File: src/pio_pkg.sv
// package of register map, field positions and mode codes for the parallel port block
package pio_pkg;

   localparam int ADDR_W = 8;
   localparam int DATA_W = 8;
   localparam int NPORT  = 7;

   // register byte offsets
   localparam logic [ADDR_W-1:0] OFS_A_DATA   = 8'h00;
   localparam logic [ADDR_W-1:0] OFS_A_DIR    = 8'h01;
   localparam logic [ADDR_W-1:0] OFS_F_DATA   = 8'h02;
   localparam logic [ADDR_W-1:0] OFS_F_DIR    = 8'h03;
   localparam logic [ADDR_W-1:0] OFS_B_DATA   = 8'h04;
   localparam logic [ADDR_W-1:0] OFS_B_DIR    = 8'h05;
   localparam logic [ADDR_W-1:0] OFS_C_DATA   = 8'h06;
   localparam logic [ADDR_W-1:0] OFS_C_DIR    = 8'h07;
   localparam logic [ADDR_W-1:0] OFS_D_DATA   = 8'h08;
   localparam logic [ADDR_W-1:0] OFS_D_DIR    = 8'h09;
   localparam logic [ADDR_W-1:0] OFS_E_DATA   = 8'h0A;
   localparam logic [ADDR_W-1:0] OFS_PULLUP   = 8'h2C;
   localparam logic [ADDR_W-1:0] OFS_OPTIONS2 = 8'h38;
   localparam logic [ADDR_W-1:0] OFS_SYSCFG   = 8'h3F;
   localparam logic [ADDR_W-1:0] OFS_G_DATA   = 8'h7E;
   localparam logic [ADDR_W-1:0] OFS_G_DIR    = 8'h7F;

   // field positions
   localparam int OPTIONS_TWO_PORT_C_OPEN_DRAIN_BIT = 5;
   localparam int OPTIONS_TWO_IRV_BIT  = 4;
   localparam int OPTIONS_TWO_DWOM_BIT = 3;
   localparam int SYSCFG_PULLUP_REG_ENABLE  = 2;
   localparam int PU_B_BIT      = 0;
   localparam int PU_F_BIT      = 1;
   localparam int PU_G_BIT      = 2;
   localparam int PU_H_BIT      = 3;
   localparam int PU_W          = 4;
   localparam int G_RW_BIT      = 7;
   localparam int XA_W          = 6;
   localparam int D_W           = 6;

   // port indices into the synchroniser array
   localparam int P_A = 0;
   localparam int P_B = 1;
   localparam int P_C = 2;
   localparam int P_D = 3;
   localparam int P_E = 4;
   localparam int P_F = 5;
   localparam int P_G = 6;

   // reset values and fixed patterns
   localparam logic [DATA_W-1:0] RST_BYTE    = 8'h00;
   localparam logic [DATA_W-1:0] ALL_ONES    = 8'hFF;
   localparam logic [DATA_W-1:0] G_REDUCED_M = 8'h80;
   localparam logic [1:0]        D_PAD       = 2'h0;

   // operating mode straps
   typedef enum logic [1:0] {
      PIO_MODE_BOOT   = 2'b00,
      PIO_MODE_TEST   = 2'b01,
      PIO_MODE_SINGLE = 2'b10,
      PIO_MODE_EXP    = 2'b11
   } pio_mode_t;

endpackage

File: src/pio_ports.sv
// seven parallel ports, six with direction control, bus takeover, open drain and pullups
//
// Design decision made here: the strobed register port.
module pio_ports
   import pio_pkg::*;
#(
   parameter logic REDUCED = 1'b0
) (
   input  wire logic              CLK,
   input  wire logic              RST,
   input  wire logic [ADDR_W-1:0] ADDR,
   input  wire logic [DATA_W-1:0] WDATA,
   input  wire logic              WR,
   input  wire logic              RD,
   output logic      [DATA_W-1:0] RDATA,
   input  wire logic [1:0]        MODE,
   input  wire logic [7:0]        PA_IN,
   output logic      [7:0]        PA_OUT,
   output logic      [7:0]        PA_OE_N,
   input  wire logic [7:0]        PB_IN,
   output logic      [7:0]        PB_OUT,
   output logic      [7:0]        PB_OE_N,
   input  wire logic [7:0]        PC_IN,
   output logic      [7:0]        PC_OUT,
   output logic      [7:0]        PC_OE_N,
   input  wire logic [D_W-1:0]    PD_IN,
   output logic      [D_W-1:0]    PD_OUT,
   output logic      [D_W-1:0]    PD_OE_N,
   input  wire logic [7:0]        PE_IN,
   input  wire logic [7:0]        PF_IN,
   output logic      [7:0]        PF_OUT,
   output logic      [7:0]        PF_OE_N,
   input  wire logic [7:0]        PG_IN,
   output logic      [7:0]        PG_OUT,
   output logic      [7:0]        PG_OE_N,
   input  wire logic [7:0]        TMR_EN,
   input  wire logic [7:0]        TMR_OE,
   input  wire logic [7:0]        TMR_OUT,
   input  wire logic [D_W-1:0]    SER_EN,
   input  wire logic [D_W-1:0]    SER_OE,
   input  wire logic [D_W-1:0]    SER_OUT,
   input  wire logic [15:0]       BUS_ADDR,
   input  wire logic [XA_W-1:0]   BUS_XADDR,
   input  wire logic [XA_W-1:0]   XA_EN,
   input  wire logic              BUS_RW,
   input  wire logic [7:0]        BUS_WR_DATA,
   input  wire logic              IRV_VALID,
   input  wire logic [7:0]        IRV_DATA,
   input  wire logic              BUS_CLK_E,
   output logic                   E_PIN,
   output logic      [7:0]        EXT_DATA_IN,
   output logic                   PU_B,
   output logic                   PU_F,
   output logic                   PU_G,
   output logic                   PU_H
);

   typedef struct packed {
      logic [7:0]                    dat_a;
      logic [7:0]                    dir_a;
      logic [7:0]                    dat_b;
      logic [7:0]                    dir_b;
      logic [7:0]                    dat_c;
      logic [7:0]                    dir_c;
      logic [D_W-1:0]                dat_d;
      logic [D_W-1:0]                dir_d;
      logic [7:0]                    dat_f;
      logic [7:0]                    dir_f;
      logic [7:0]                    dat_g;
      logic [7:0]                    dir_g;
      logic                          port_c_open_drain;
      logic                          dwom;
      logic                          irv;
      logic                          irv_locked;
      logic                          pullup_reg_enable;
      logic [PU_W-1:0]               pullup_assign_reg;
      logic [NPORT-1:0][DATA_W-1:0]  sync1;
      logic [NPORT-1:0][DATA_W-1:0]  sync2;
      logic [DATA_W-1:0]             rdata;
      logic [7:0]                    a_out;
      logic [7:0]                    a_oen;
      logic [7:0]                    b_out;
      logic [7:0]                    b_oen;
      logic [7:0]                    c_out;
      logic [7:0]                    c_oen;
      logic [D_W-1:0]                d_out;
      logic [D_W-1:0]                d_oen;
      logic [7:0]                    f_out;
      logic [7:0]                    f_oen;
      logic [7:0]                    g_out;
      logic [7:0]                    g_oen;
      logic                          e_pin;
      logic [7:0]                    ext_din;
      logic [PU_W-1:0]               pu;
   } pio_state_t;

   localparam pio_state_t RST_STATE = '{
      dat_a: RST_BYTE, dir_a: RST_BYTE, dat_b: RST_BYTE, dir_b: RST_BYTE,
      dat_c: RST_BYTE, dir_c: RST_BYTE,
      dat_d: RST_BYTE[D_W-1:0], dir_d: RST_BYTE[D_W-1:0],
      dat_f: RST_BYTE, dir_f: RST_BYTE, dat_g: RST_BYTE, dir_g: RST_BYTE,
      port_c_open_drain: 1'b0, dwom: 1'b0, irv: 1'b0, irv_locked: 1'b0, pullup_reg_enable: 1'b0,
      pullup_assign_reg: '0, sync1: '0, sync2: '0, rdata: RST_BYTE,
      a_out: RST_BYTE, a_oen: ALL_ONES, b_out: RST_BYTE, b_oen: ALL_ONES,
      c_out: RST_BYTE, c_oen: ALL_ONES,
      d_out: RST_BYTE[D_W-1:0], d_oen: ALL_ONES[D_W-1:0],
      f_out: RST_BYTE, f_oen: ALL_ONES, g_out: RST_BYTE, g_oen: ALL_ONES,
      e_pin: 1'b0, ext_din: RST_BYTE, pu: '0
   };

   // pins absent on the reduced variant never drive and read as zero
   localparam logic [7:0] G_PRESENT = REDUCED ? G_REDUCED_M : ALL_ONES;

   // external address halves: high byte to port B, low byte to port F
   localparam int ADR_LO_LSB = 0;
   localparam int ADR_LO_MSB = DATA_W - 1;
   localparam int ADR_HI_LSB = DATA_W;
   localparam int ADR_HI_MSB = 2 * DATA_W - 1;

   pio_state_t                   state_reg;
   pio_state_t                   state_next;
   logic [NPORT-1:0][DATA_W-1:0] pins_in;
   logic                         expanded;
   logic [7:0]                   c_od_mask;
   logic [D_W-1:0]               d_od_mask;
   logic [7:0]                   a_rd;
   logic [7:0]                   c_rd;
   logic [7:0]                   d_rd;

   // gather all pin levels for the synchroniser
   // pads move at any time; only sync2 may be read, sync1 can be metastable
   assign pins_in[P_A] = PA_IN;
   assign pins_in[P_B] = PB_IN;
   assign pins_in[P_C] = PC_IN;
   assign pins_in[P_D] = {D_PAD, PD_IN};
   assign pins_in[P_E] = PE_IN;
   assign pins_in[P_F] = PF_IN;
   assign pins_in[P_G] = PG_IN & G_PRESENT;

   // test and expanded modes hand the bus pins to the memory interface
   assign expanded = (pio_mode_t'(MODE) == PIO_MODE_EXP) ||
                     (pio_mode_t'(MODE) == PIO_MODE_TEST);

   // output bits of an open-drain port read back the driver, not the pin
   // driver level readback
   assign c_od_mask = (state_reg.port_c_open_drain && !expanded) ? state_reg.dir_c : RST_BYTE;
   assign d_od_mask = state_reg.dwom ? (state_reg.dir_d & ~SER_EN) : RST_BYTE[D_W-1:0];

   assign a_rd = state_reg.sync2[P_A];
   assign c_rd = (state_reg.sync2[P_C] & ~c_od_mask) | (state_reg.dat_c & c_od_mask);
   assign d_rd = {D_PAD, (state_reg.sync2[P_D][D_W-1:0] & ~d_od_mask) |
                         (state_reg.dat_d & d_od_mask)};

   // next-state logic for registers, read path and pin drivers
   always_comb begin
      state_next = state_reg;

      state_next.sync1 = pins_in;
      state_next.sync2 = state_reg.sync1;

      // register writes; port E has nothing to write
      // data and direction registers
      if (WR) begin
         unique case (ADDR)
            OFS_A_DATA: state_next.dat_a = WDATA;
            OFS_A_DIR:  state_next.dir_a = WDATA;
            OFS_B_DATA: state_next.dat_b = WDATA;
            OFS_B_DIR:  state_next.dir_b = WDATA;
            OFS_C_DATA: state_next.dat_c = WDATA;
            OFS_C_DIR:  state_next.dir_c = WDATA;
            OFS_D_DATA: state_next.dat_d = WDATA[D_W-1:0];
            OFS_D_DIR:  state_next.dir_d = WDATA[D_W-1:0];
            OFS_F_DATA: state_next.dat_f = WDATA;
            OFS_F_DIR:  state_next.dir_f = WDATA;
            OFS_G_DATA: state_next.dat_g = WDATA;
            OFS_G_DIR:  state_next.dir_g = WDATA;
            OFS_PULLUP: state_next.pullup_assign_reg  = WDATA[PU_W-1:0];
            OFS_SYSCFG: state_next.pullup_reg_enable = WDATA[SYSCFG_PULLUP_REG_ENABLE];
            OFS_OPTIONS2: begin
               state_next.port_c_open_drain = WDATA[OPTIONS_TWO_PORT_C_OPEN_DRAIN_BIT];
               state_next.dwom = WDATA[OPTIONS_TWO_DWOM_BIT];
               // a first write of zero also locks: software gets one try
               // write-once visibility bit
               if (!state_reg.irv_locked) begin
                  state_next.irv        = WDATA[OPTIONS_TWO_IRV_BIT];
                  state_next.irv_locked = 1'b1;
               end
            end
            default: ;
         endcase
      end

      // read data stands for the one cycle after the strobe, zero otherwise
      // zero between reads keeps stale pin data off the shared read bus
      state_next.rdata = RST_BYTE;
      if (RD) begin
         unique case (ADDR)
            OFS_A_DATA: state_next.rdata = a_rd;
            OFS_A_DIR:  state_next.rdata = state_reg.dir_a;
            OFS_B_DATA: state_next.rdata = state_reg.sync2[P_B];
            OFS_B_DIR:  state_next.rdata = state_reg.dir_b;
            OFS_C_DATA: state_next.rdata = c_rd;
            OFS_C_DIR:  state_next.rdata = state_reg.dir_c;
            OFS_D_DATA: state_next.rdata = d_rd;
            OFS_D_DIR:  state_next.rdata = {D_PAD, state_reg.dir_d};
            OFS_E_DATA: state_next.rdata = state_reg.sync2[P_E];
            OFS_F_DATA: state_next.rdata = state_reg.sync2[P_F];
            OFS_F_DIR:  state_next.rdata = state_reg.dir_f;
            OFS_G_DATA: state_next.rdata = state_reg.sync2[P_G];
            OFS_G_DIR:  state_next.rdata = state_reg.dir_g & G_PRESENT;
            OFS_PULLUP: state_next.rdata = {{(DATA_W-PU_W){1'b0}}, state_reg.pullup_assign_reg};
            OFS_SYSCFG: begin
               state_next.rdata[SYSCFG_PULLUP_REG_ENABLE] = state_reg.pullup_reg_enable;
            end
            OFS_OPTIONS2: begin
               state_next.rdata[OPTIONS_TWO_PORT_C_OPEN_DRAIN_BIT] = state_reg.port_c_open_drain;
               state_next.rdata[OPTIONS_TWO_IRV_BIT]  = state_reg.irv;
               state_next.rdata[OPTIONS_TWO_DWOM_BIT] = state_reg.dwom;
            end
            default: state_next.rdata = RST_BYTE;
         endcase
      end

      // port A: latch drives output bits, timer owns the bits it enables
      // latch drives outputs only
      state_next.a_out = (TMR_EN & TMR_OUT) | (~TMR_EN & state_reg.dat_a);
      state_next.a_oen = ~((TMR_EN & TMR_OE) | (~TMR_EN & state_reg.dir_a));

      // port B: high address byte in expanded modes
      // high address takeover
      if (expanded) begin
         state_next.b_out = BUS_ADDR[ADR_HI_MSB:ADR_HI_LSB];
         state_next.b_oen = RST_BYTE;
      end else begin
         state_next.b_out = state_reg.dat_b;
         state_next.b_oen = ~state_reg.dir_b;
      end

      // port C: data bus, visibility data, open drain or plain outputs
      // data bus takeover
      if (expanded) begin
         state_next.c_out = BUS_WR_DATA;
         state_next.c_oen = ALL_ONES;
         // an external write owns the data bus, so it beats visibility data
         if (!BUS_RW) begin
            state_next.c_oen = RST_BYTE;
         end else if (state_reg.irv && IRV_VALID) begin
            state_next.c_out = IRV_DATA;
            state_next.c_oen = RST_BYTE;
         end
      end else if (state_reg.port_c_open_drain) begin
         // pull down for 0, float for 1
         state_next.c_out = RST_BYTE;
         state_next.c_oen = ~(state_reg.dir_c & ~state_reg.dat_c);
      end else begin
         state_next.c_out = state_reg.dat_c;
         state_next.c_oen = ~state_reg.dir_c;
      end

      // port D: serial peripherals own enabled bits, gpio may be open drain
      // open drain only touches bits the serial blocks leave to gpio
      // serial takeover of port D
      if (state_reg.dwom) begin
         state_next.d_out = SER_EN & SER_OUT;
         state_next.d_oen = ~((SER_EN & SER_OE) |
                              (~SER_EN & state_reg.dir_d & ~state_reg.dat_d));
      end else begin
         state_next.d_out = (SER_EN & SER_OUT) | (~SER_EN & state_reg.dat_d);
         state_next.d_oen = ~((SER_EN & SER_OE) | (~SER_EN & state_reg.dir_d));
      end

      // port F: low address byte in expanded modes
      // low address takeover
      if (expanded) begin
         state_next.f_out = BUS_ADDR[ADR_LO_MSB:ADR_LO_LSB];
         state_next.f_oen = RST_BYTE;
      end else begin
         state_next.f_out = state_reg.dat_f;
         state_next.f_oen = ~state_reg.dir_f;
      end

      // port G: read/write strobe and extended address in expanded modes
      state_next.g_out = state_reg.dat_g;
      state_next.g_oen = ~state_reg.dir_g;
      if (expanded) begin
         state_next.g_out[G_RW_BIT] = BUS_RW;
         state_next.g_oen[G_RW_BIT] = 1'b0;
         state_next.g_out[XA_W-1:0] = (XA_EN & BUS_XADDR) |
                                      (~XA_EN & state_reg.dat_g[XA_W-1:0]);
         state_next.g_oen[XA_W-1:0] = ~(XA_EN | state_reg.dir_g[XA_W-1:0]);
      end
      // masked last so that no branch above can enable a missing pad
      // absent pins stay undriven
      state_next.g_out = state_next.g_out & G_PRESENT;
      state_next.g_oen = state_next.g_oen | ~G_PRESENT;

      // bus clock pin, held low by the visibility bit in single-chip modes
      // registered like every pad, so the pin trails the bus clock a cycle
      // clock pin inhibit
      state_next.e_pin = (!expanded && state_reg.irv) ? 1'b0 : BUS_CLK_E;

      // data bus levels for the memory interface
      // one flop past the synchroniser: pin data reaches the bus three edges late
      state_next.ext_din = state_reg.sync2[P_C];

      // pullups gated by the enable bit; B and F are address outputs when expanded
      // per-port pullup enables
      state_next.pu[PU_B_BIT] = state_reg.pullup_reg_enable && state_reg.pullup_assign_reg[PU_B_BIT] && !expanded;
      state_next.pu[PU_F_BIT] = state_reg.pullup_reg_enable && state_reg.pullup_assign_reg[PU_F_BIT] && !expanded;
      state_next.pu[PU_G_BIT] = state_reg.pullup_reg_enable && state_reg.pullup_assign_reg[PU_G_BIT];
      state_next.pu[PU_H_BIT] = state_reg.pullup_reg_enable && state_reg.pullup_assign_reg[PU_H_BIT];
   end

   // state register; reset releases every pin, bus pins too, which follow the mode from the first edge after
   // registered pads cost a cycle of latency but never glitch on decode
   // reset to inputs
   always_ff @(posedge CLK or posedge RST) begin
      if (RST) begin
         state_reg <= RST_STATE;
      end else begin
         state_reg <= state_next;
      end
   end

   // every output straight from the state register
   assign RDATA       = state_reg.rdata;
   assign PA_OUT      = state_reg.a_out;
   assign PA_OE_N     = state_reg.a_oen;
   assign PB_OUT      = state_reg.b_out;
   assign PB_OE_N     = state_reg.b_oen;
   assign PC_OUT      = state_reg.c_out;
   assign PC_OE_N     = state_reg.c_oen;
   assign PD_OUT      = state_reg.d_out;
   assign PD_OE_N     = state_reg.d_oen;
   assign PF_OUT      = state_reg.f_out;
   assign PF_OE_N     = state_reg.f_oen;
   assign PG_OUT      = state_reg.g_out;
   assign PG_OE_N     = state_reg.g_oen;
   assign E_PIN       = state_reg.e_pin;
   assign EXT_DATA_IN = state_reg.ext_din;
   assign PU_B        = state_reg.pu[PU_B_BIT];
   assign PU_F        = state_reg.pu[PU_F_BIT];
   assign PU_G        = state_reg.pu[PU_G_BIT];
   assign PU_H        = state_reg.pu[PU_H_BIT];

endmodule

File: config.mk
export PLATFORM = sky130hd
export DESIGN_NAME = pio_ports
export DESIGN_NICKNAME = d
export VERILOG_FILES = /design/src/pio_pkg.sv /design/src/pio_ports.sv
export SDC_FILE = /design/constraint.sdc
export NUM_CORES = 1
export LEC_CHECK = 0
export ABC_CLOCK_PERIOD_IN_PS = 8900
export BUFFER_PORTS_ARGS = -buffer_cell sky130_fd_sc_hd__buf_2
export CORE_MARGIN = 3
export CORE_UTILIZATION = 49
export CTS_CLUSTER_SIZE = 24
export DETAILED_ROUTE_END_ITERATION = 8
export PLACE_DENSITY = 0.73
export REMOVE_ABC_BUFFERS = 1
export SLEW_MARGIN = 20
export SYNTH_ARGS = -nofsm -noshare
export SYNTH_HDL_FRONTEND = slang
export SYNTH_SLANG_ARGS = --single-unit
File: constraint.sdc
create_clock -name CLK -period 8.9 [get_ports CLK]
set_input_delay 0.89 -clock CLK [delete_from_list [all_inputs] [get_ports CLK]]
set_output_delay 0.89 -clock CLK [all_outputs]
set_load 0.01 [all_outputs]
; Yosys cells after proc, flatten, opt, wreduce, memory -nomap -nowiden
; Index checks and enable logic that the tools add are counted.
[classes]
reduce_logical = 28
mux = 19
bitwise_logic = 42
eq_ne = 17
[op_table]
columns = cell, n
row1 = $mux 16, 5
row2 = $not 8->8, 9
row3 = $and 8x8->8, 7
row4 = $and 6x6->6, 9
row5 = $pmux 3 s15, 1
row6 = $not 6->6, 7
row7 = $or 6x6->6, 6
row8 = $eq 8x3->1 const B, 4
row9 = $mux 8, 4
row10 = $reduce_and 2->1, 15
row11 = $pmux 2 s14, 1
row12 = $eq 8x4->1 const B, 3
row13 = $eq 8x6->1 const B, 3
row14 = $or 8x8->8, 3
row15 = $pmux 2 s11, 1
row16 = $eq 8x2->1 const B, 2
row17 = $eq 8x7->1 const B, 2
row18 = $pmux 1 s15, 1
row19 = $mux 12, 1
row20 = $mux 6, 2
row21 = $logic_and 1x1->1, 9
row22 = $eq 8x1->1 const B, 1
row23 = $logic_not 8->1, 1
row24 = $mux 7, 1
row25 = 7 further kinds, 8
[word_totals]
regBits = 322
out_inout_bits = 113

; Longest topological paths before layout
; Gate-level depths: netlist of the first run.
[depth]
depth_word = 10
depth_mapped = 8
depth_no_buf = 5

; Worst setup path before layout of the first run
; Ideal clock, no wire load.
[synth_timing]
path_type = in2reg
from = input ADDR[5]
to = register state_reg[257] (netlist bit)
setup_time_ns = 0.125
cell_stages = 6
required_time_ns = 8.775
t_arrival_ns = 2.528
slack_ns = 6.247
path_cell_list = or4_1 buf_2 or3_1 buf_6 nor2_8 mux2_2
[synth_between]
elab_chain_len = 2
[synth_rtl]
columns = item, line_no
row1 = start: declaration, pio_ports.sv:11  ; input wire logic [ADDR_W-1:0] ADDR,
row2 = $eq 8x2->1, pio_ports.sv:164  ; unique case (ADDR)
row3 = $reduce_and 2->1 (no source line), --
row4 = end signal: assignment, pio_ports.sv:321  ; state_reg <= state_next;
row5 = end: declaration, pio_ports.sv:120  ; pio_state_t state_reg;
; No other way between the ends.
; A chain may end at the register's enable or synchronous reset.

; Worst setup path after layout of the first run
[layout_timing]
from = input ADDR[0]
to = register state_reg[297] (netlist bit)
[layout_between]
elab_chain_len = 2
[layout_rtl]
columns = item, line_no
row1 = $eq 8x3->1, pio_ports.sv:164
row2 = $reduce_and 2->1 (no source line), --
; No other way between the ends.

==> impl_metrics.csv, run 1 <==
group,metric,value,unit
placement,dpl.cell_count,1399,
die,die_x,167,µm
critical_path,worstPathMaxFanout,40,
critical_path,arrival,3.37,ns
synthesis,syn_inst,933,
critical_path,endpoint_kind,"flip-flop",
die,fp.dieH,167,µm
synthesis,syn_avg_cell_area,13.6,µm²
clocking,cts_root_buf,"clkbuf_16",
synthesis,yosysWarnings,0,
synthesis,synth_top_family_by_area,"multiplexers",
detailed_routing,first_iter_violations,498,
synthesis,synth_ff_type,"dfrtp_1",
power_and_ir_drop,p_comb_share,6.9,%
timing,setup_violations,0,
global_routing,grt_max_degree,97,
synthesis,synthSimpleGateAreaFrac,6.93,%
global_routing,grt_overflow_total,0,
placement,port_buffers,276,
global_routing,track_usage,21.8,%
timing,grt_setup_unrepaired,"false",
timing,hold_viol,0,
finish,largest_register_ffs,138,
clocking,cts_max_path_buffers,3,
detailed_routing,wl_per_cell,21.1,µm
die,rows,58,
die,dieArea,0.0279,mm²
synthesis,synth_fa_ha_area_share,0,%
finish,diodes,0,
power_and_ir_drop,seqPwrFrac,48.4,%
die,start_util,50.2,%
die,core-area,0.0253,mm²
clocking,cts_tree,"done",
clocking,clock-sinks,322,
clocking,clk_pin_slew,0.06,ns
placement,dpl.hpwl,21.3,mm
finish,post-route-util,58.3,%
power_and_ir_drop,leakage,7.27,nW
detailed_routing,first_pass_iters,5,
critical_path,crit_type,"primary input to flip-flop",
finish,nets,1271,
finish,drive_gt1_share,47.2,%
detailed_routing,viasPerCell,5.27,
detailed_routing,drc,0,
synthesis,synth_edf_count,0,
power_and_ir_drop,p_sw,0.000719,W
critical_path,cp_slowest_cell,"nor2_2",
outcome,status,"finished clean",
power_and_ir_drop,power.density,221,mW/mm²
placement,dp_slack,5.38,ns
clocking,tritoncts.num_buffers,35,
global_routing,antenna_found_initial,2,
flow_run,cap_violations,0,
synthesis,ys_top_cells_by_area,"dfrtp_1 (54%), mux2_2 (12%), dfstp_2 (9.5%)",
power_and_ir_drop,p_int,0.00255,W
detailed_routing,antenna_left,0,
critical_path,cp_slowest_stage_delay,0.59,ns
synthesis,synth_area,0.0127,mm²
clocking,hold_buffers,0,
synthesis,synthMuxAreaShare,15.3,%
timing,final_max_slew_viol_count,0,
global_routing,grt_pass1_vias,8079,
finish,final_cells,1462,
timing,max_freq,0.335,GHz
clocking,clkLatencyLatePin,0.50,ns
synthesis,async_flop_share,100,%
synthesis,synth_area_leader_cell,"dfrtp_1",
timing,setup_tns,0,ns
finish,syn2layout_area_growth,16.2,%
synthesis,synth_seq_cells,322,
timing,fin_hold_ws,0.343,ns
power_and_ir_drop,swShare,22.0,%
timing,maxSlewHeadroom,32.6,%
timing,setup_ws,5.91,ns
synthesis,ys_types,58,
clocking,cts_resized,0,
detailed_routing,routed_wl,30.8,mm
power_and_ir_drop,peakVddDrop,175,µV
timing,skew,0.00813,ns
die,ios,278,
hold_path,hold_path_class,"flip-flop to flip-flop",
synthesis,synth-compound-area-share,6.11,%
synthesis,ys_seq_area_share,63.8,%
critical_path,crit_path_start_kind,"primary input",
power_and_ir_drop,power.share.clock,44.7,%
placement,gp_congestion,0.864,
critical_path,crit_required,9.28,ns
critical_path,cp_cell_sequence,"buf_2 > buf_4 > nor2b_1 > nand2_1 > nor2_2 > mux2_2",
clocking,post_cts_buffers,0,
global_routing,grt_pass1_wl,46.9,mm
detailed_routing,num_vias,7699,
timing,layout_min_cycle_time,2.99,ns
synthesis,synth_top_cell_area_share,54.3,%
timing,fin_crit_sh,33.5,%
timing,tightest_slew,1.01,ns
clocking,htreeDepth,2,
synthesis,synth-xor-area-share,0,%
[placed cells by master, fill, tap and decap left out, drive strengths merged, types with 4 or more instances in the layout]
master  count
clkinv      6
a22oi       6
inv         5
a21oi      23
o21ai      28
a211oi      5
mux2      139
nor2b       5
dfstp      46
a22o        9
nand3b      9
nor3        6
and3        8
and2        4
o22ai       5
dfrtp     276
nand2b      4
nand2      41
a31oi       7
buf       282
a21boi      9
nand3      13
mux2i      34
nor2       55
clkbuf     54
a221oi      4
[final timing paths]
kind	to	depth (start not counted)	slack (ns)	start
worst min register to register	state_reg[123]$_DFF_PP0_	0	0.34	state_next[123]$_DFF_PP0_
max in group asynchronous	state_next[113]$_DFF_PP0_	3	6.96	RST
min in group asynchronous	state_reg[324]$_DFFE_PP0P_	2	0.47	RST
worst max register to register	RDATA[3]$_DFF_PP0_	5	6.43	state_reg[233]$_DFFE_PP0P_
worst max-delay path	state_reg[297]$_DFFE_PP0P_	6	5.91	ADDR[0]
worst min-delay path	state_reg[123]$_DFF_PP0_	0	0.34	state_next[123]$_DFF_PP0_
[logic make-up (layout without fill, tap and decap cells)]
group	after synthesis	in the layout
AO/OA/AOI/OAI	117	117
buffers and inverters	152	351
AND/OR/NAND/NOR	167	167
multiplexers	175	175
flip-flops	322	322
[metrics by stage]
step / cell area (µm²) / total power, W
after floorplan: 11700 / 0.00170
after global placement: 13600 / 0.00183
after detailed placement: 13600 / 0.00183
after CTS: 14800 / 0.00330
after global routing: 14800 / 0.00339
final: 14800 / 0.00327
[critical path, delay by kind of cell]
family                 cells  cell delay (ns)
muxes                      1             0.40
buffers and inverters      2             0.54
and+or+nand+nor            3             1.49
[power groups by stage]
stage,Clock (W),Combinational (W),Sequential (W)
after floorplan,0,0.0000950,0.00161
after global routing,0.00155,0.000249,0.00159
after global placement,0,0.000224,0.00160
after detailed placement,0,0.000229,0.00161
after CTS,0.00149,0.000230,0.00158
final,0.00146,0.000226,0.00158
[routing by layer]
metal / share of wire (%) / up-vias / track usage, %
met5: 0.068 / - / 0
met4: 2.8 / 4 / 6.99
met3: 6.6 / 60 / 5.10
met2: 48 / 276 / 35.3
met1: 42 / 3876 / 29.4
li1: - / 3483 / -
[cells in the mapped netlist (3+ instances only)]
cell,count
dfrtp_1,276
nand4_1,3
nand2b_1,4
a22o_1,9
and3_1,8
a21oi_1,23
a221oi_1,4
nand3_1,13
nor3_1,6
nand3b_1,9
nor2_8,3
nor2b_1,5
o2bb2ai_1,3
o22ai_1,5
a21boi_0,9
buf_1,8
clkbuf_1,22
nand2_1,41
mux2_2,137
or2_2,3
inv_1,5
a211oi_1,5
mux2i_1,34
nor4_1,3
dfstp_2,46
nor2_1,48
o21ai_0,28
nor2_2,4
and2_1,4
a22oi_1,6
o2111ai_1,3
buf_4,108
a31oi_1,7
buf_2,7
[cell type report]
class / count / area (µm²)
Sequential cell: 322 / 8120
Clock inverter: 9 / 123
Timing Repair Buffer: 282 / 1430
Multi-Input combinational cell: 459 / 3610
Clock buffer: 54 / 1060
Tap cell: 330 / 413
Inverter: 6 / 30.0
Fill cell: 2053 / 10600
(Power assumes the default switching activity.)
==> inputs of run 2 (changes only) <==
Settings changed: ABC_CLOCK_PERIOD_IN_PS 8900 to 2700.
Clock period 8.9 ns to 2.7 ns, I/O delays scaled along.
==> run 2 against run 1 <==
- non-clock buffer count up 156
- sequential share of layout area decreased by 5.0 points
- clock skew up 0.0024 ns
- worst hold slack lost 0.33 ns
- count of clock-buffer cells in the layout shrank 10
- critical path depth fell by 1
- clock power grew to 3.1 times the previous value
- utilization rose by 5.8 points
- flip-flop and latch count stayed put
- sequential power grew to 3.3 times the previous value
- setup slack got worse by 5.2 ns
- critical path type unchanged
- critical endpoint is now state_reg[254]$_DFFE_PP0P_
- largest power group unchanged
- highest routed layer unchanged
==> impl_metrics.csv, run 2 (synthesized netlist as in run 1, its figures left out) <==
group,metric,value,unit
outcome,status,"finished clean",
global_routing,antenna_found_initial,2,
timing,layout_min_cycle_time,1.97,ns
finish,final_cell_mix,"dfrtp_1 (276), buf_2 (276), mux2_2 (137), dlygate4sd3_1 (123), nor2_1 (48)",
die,rows,58,
detailed_routing,num_vias,8507,
critical_path,endpoint_kind,"flip-flop",
critical_path,arrival,2.36,ns
global_routing,grt_max_degree,108,
timing,tightest_slew,0.811,ns
critical_path,cp_cell_sequence,"buf_2 > or4_1 > or3_1 > nor2_8 > mux2_2",
placement,detailed_place.area,0.0139,mm²
power_and_ir_drop,leakage,7.93,nW
global_routing,grt_overflow_total,0,
timing,fin_crit_sh,73.0,%
finish,syn2layout_area_growth,27.8,%
detailed_routing,viasPerCell,5.25,
clocking,cts_resized,0,
power_and_ir_drop,power.density,660,mW/mm²
power_and_ir_drop,swShare,23.0,%
finish,drive_gt1_share,44.4,%
finish,fin_area,0.0162,mm²
timing,final_max_slew_viol_count,0,
critical_path,cp_slowest_cell,"or4_1",
timing,skew,0.0105,ns
finish,post-route-util,64.1,%
finish,final.fill_count,1905,
critical_path,cp_slowest_stage_delay,0.62,ns
power_and_ir_drop,seqPwrFrac,48.6,%
critical_path,crit_path_start_kind,"primary input",
hold_path,whs_endpoint,"PA_OUT[4]$_DFF_PP0_",
critical_path,crit_buf_inv,1,
critical_path,crit_type,"primary input to flip-flop",
placement,dpl.hpwl,22.3,mm
timing,hold_viol,0,
clocking,cts_max_path_buffers,3,
timing,max_freq,0.508,GHz
detailed_routing,routed_wl,33.3,mm
hold_path,min_path_cells,2,
timing,maxSlewHeadroom,45.9,%
clocking,htreeDepth,2,
detailed_routing,first_pass_iters,5,
critical_path,worstPathMaxFanout,8,
global_routing,track_usage,23.7,%
timing,grt_setup_unrepaired,"false",
power_and_ir_drop,power.share.clock,42.7,%
power_and_ir_drop,peakVddDrop,436,µV
power_and_ir_drop,p_comb_share,8.7,%
clocking,tritoncts.num_buffers,35,
die,start_util,50.2,%
clocking,cts_root_buf,"clkbuf_16",
flow_run,cap_violations,0,
die,die_x,167,µm
power_and_ir_drop,p_int,0.00825,W
die,fp.dieH,167,µm
die,core-area,0.0253,mm²
hold_path,min_from,"TMR_OUT[4]",
finish,largest_register_ffs,138,
timing,setup_violations,0,
critical_path,regToRegEndpoint,"RDATA[1]$_DFF_PP0_",
critical_path,critical_path.top_delay_family,"simple AND/OR/NAND/NOR gates",
critical_path,rrSetupSlack,0.85,ns
power_and_ir_drop,p_sw,0.00247,W
critical_path,r2r-start,"state_reg[233]$_DFFE_PP0P_",
detailed_routing,drc,0,
power_and_ir_drop,fin_total_pwr,0.0107,W
clocking,cts_tree,"done",
global_routing,grt_pass1_vias,8887,
timing,fin_hold_ws,0.0173,ns
global_routing,grt_pass1_wl,51.4,mm
die,dieArea,0.0279,mm²
die,ios,278,
critical_path,cp.depth,5,
critical_path,crit_required,3.09,ns
placement,gp_congestion,0.857,
placement,port_buffers,276,
detailed_routing,antenna_left,0,
detailed_routing,first_iter_violations,628,
critical_path,reg2regPathDepth,6,
clocking,clk_pin_slew,0.06,ns
finish,nets,1427,
clocking,clkLatencyLatePin,0.51,ns
clocking,clock-sinks,322,
hold_path,hold_path_class,"primary input to flip-flop",
detailed_routing,wl_per_cell,20.6,µm
==> run 2: metrics by stage <==
step,worst slack [ns],TNS (ns),instances
2_1_floorplan,-6.41,-1946.41,787
3_3_place_gp,0.267,0,1432
3_5_place_dp,0.237,0,1432
4_1_cts,0.767,0,1617
5_1_grt,0.703,0,1618
6_report,0.730,0,1619
==> run 2: worst max path at each step <==
stage | startpoint | end
finish | ADDR[5] | state_reg[254]$_DFFE_PP0P_
global route | ADDR[5] | state_reg[313]$_DFFE_PP0P_
CTS | ADDR[5] | state_reg[313]$_DFFE_PP0P_
detailed placement | ADDR[5] | state_reg[254]$_DFFE_PP0P_
global placement | ADDR[5] | state_reg[254]$_DFFE_PP0P_
floorplan | RST | EXT_DATA_IN[0]$_DFF_PP0_
==> run 2: power groups by stage <==
stage / Combinational, W / Clock, W / Sequential [W]
2_1_floorplan: 0.000313 / 0 / 0.00530
3_3_place_gp: 0.000779 / 0 / 0.00528
3_5_place_dp: 0.000795 / 0 / 0.00529
4_1_cts: 0.000938 / 0.00465 / 0.00521
5_1_grt: 0.00102 / 0.00486 / 0.00523
6_report: 0.000936 / 0.00457 / 0.00521
==> run 2: per-layer routing <==
metal	routed length, µm	up-vias	share of wire, %	global-route usage, %
met1	13900	4336	42	32.5
li1	-	3807	-	-
met5	7	-	0.021	0
met4	713	2	2.1	6.74
met3	2260	46	6.8	4.56
met2	16500	316	49	39.2
==> run 2: cell type report <==
type                       instances  area [µm²]  share of cell area (%)
sequential                       322        8120                    50.0
inverter                           6        30.0                   0.185
clock buffer                      44         950                    5.85
tap                              330         413                    2.54
antenna                            2        5.00                  0.0308
timing repair buffer             438        2970                    18.3
clock inverter                    18         158                   0.970
multi-input combinational        459        3610                    22.2
==> run 2: what timing repair did <==
action,4_1_cts,5_1_grt
setup buffers,0,0
endpoints found under the hold margin,198,0
hold buffers,123,0
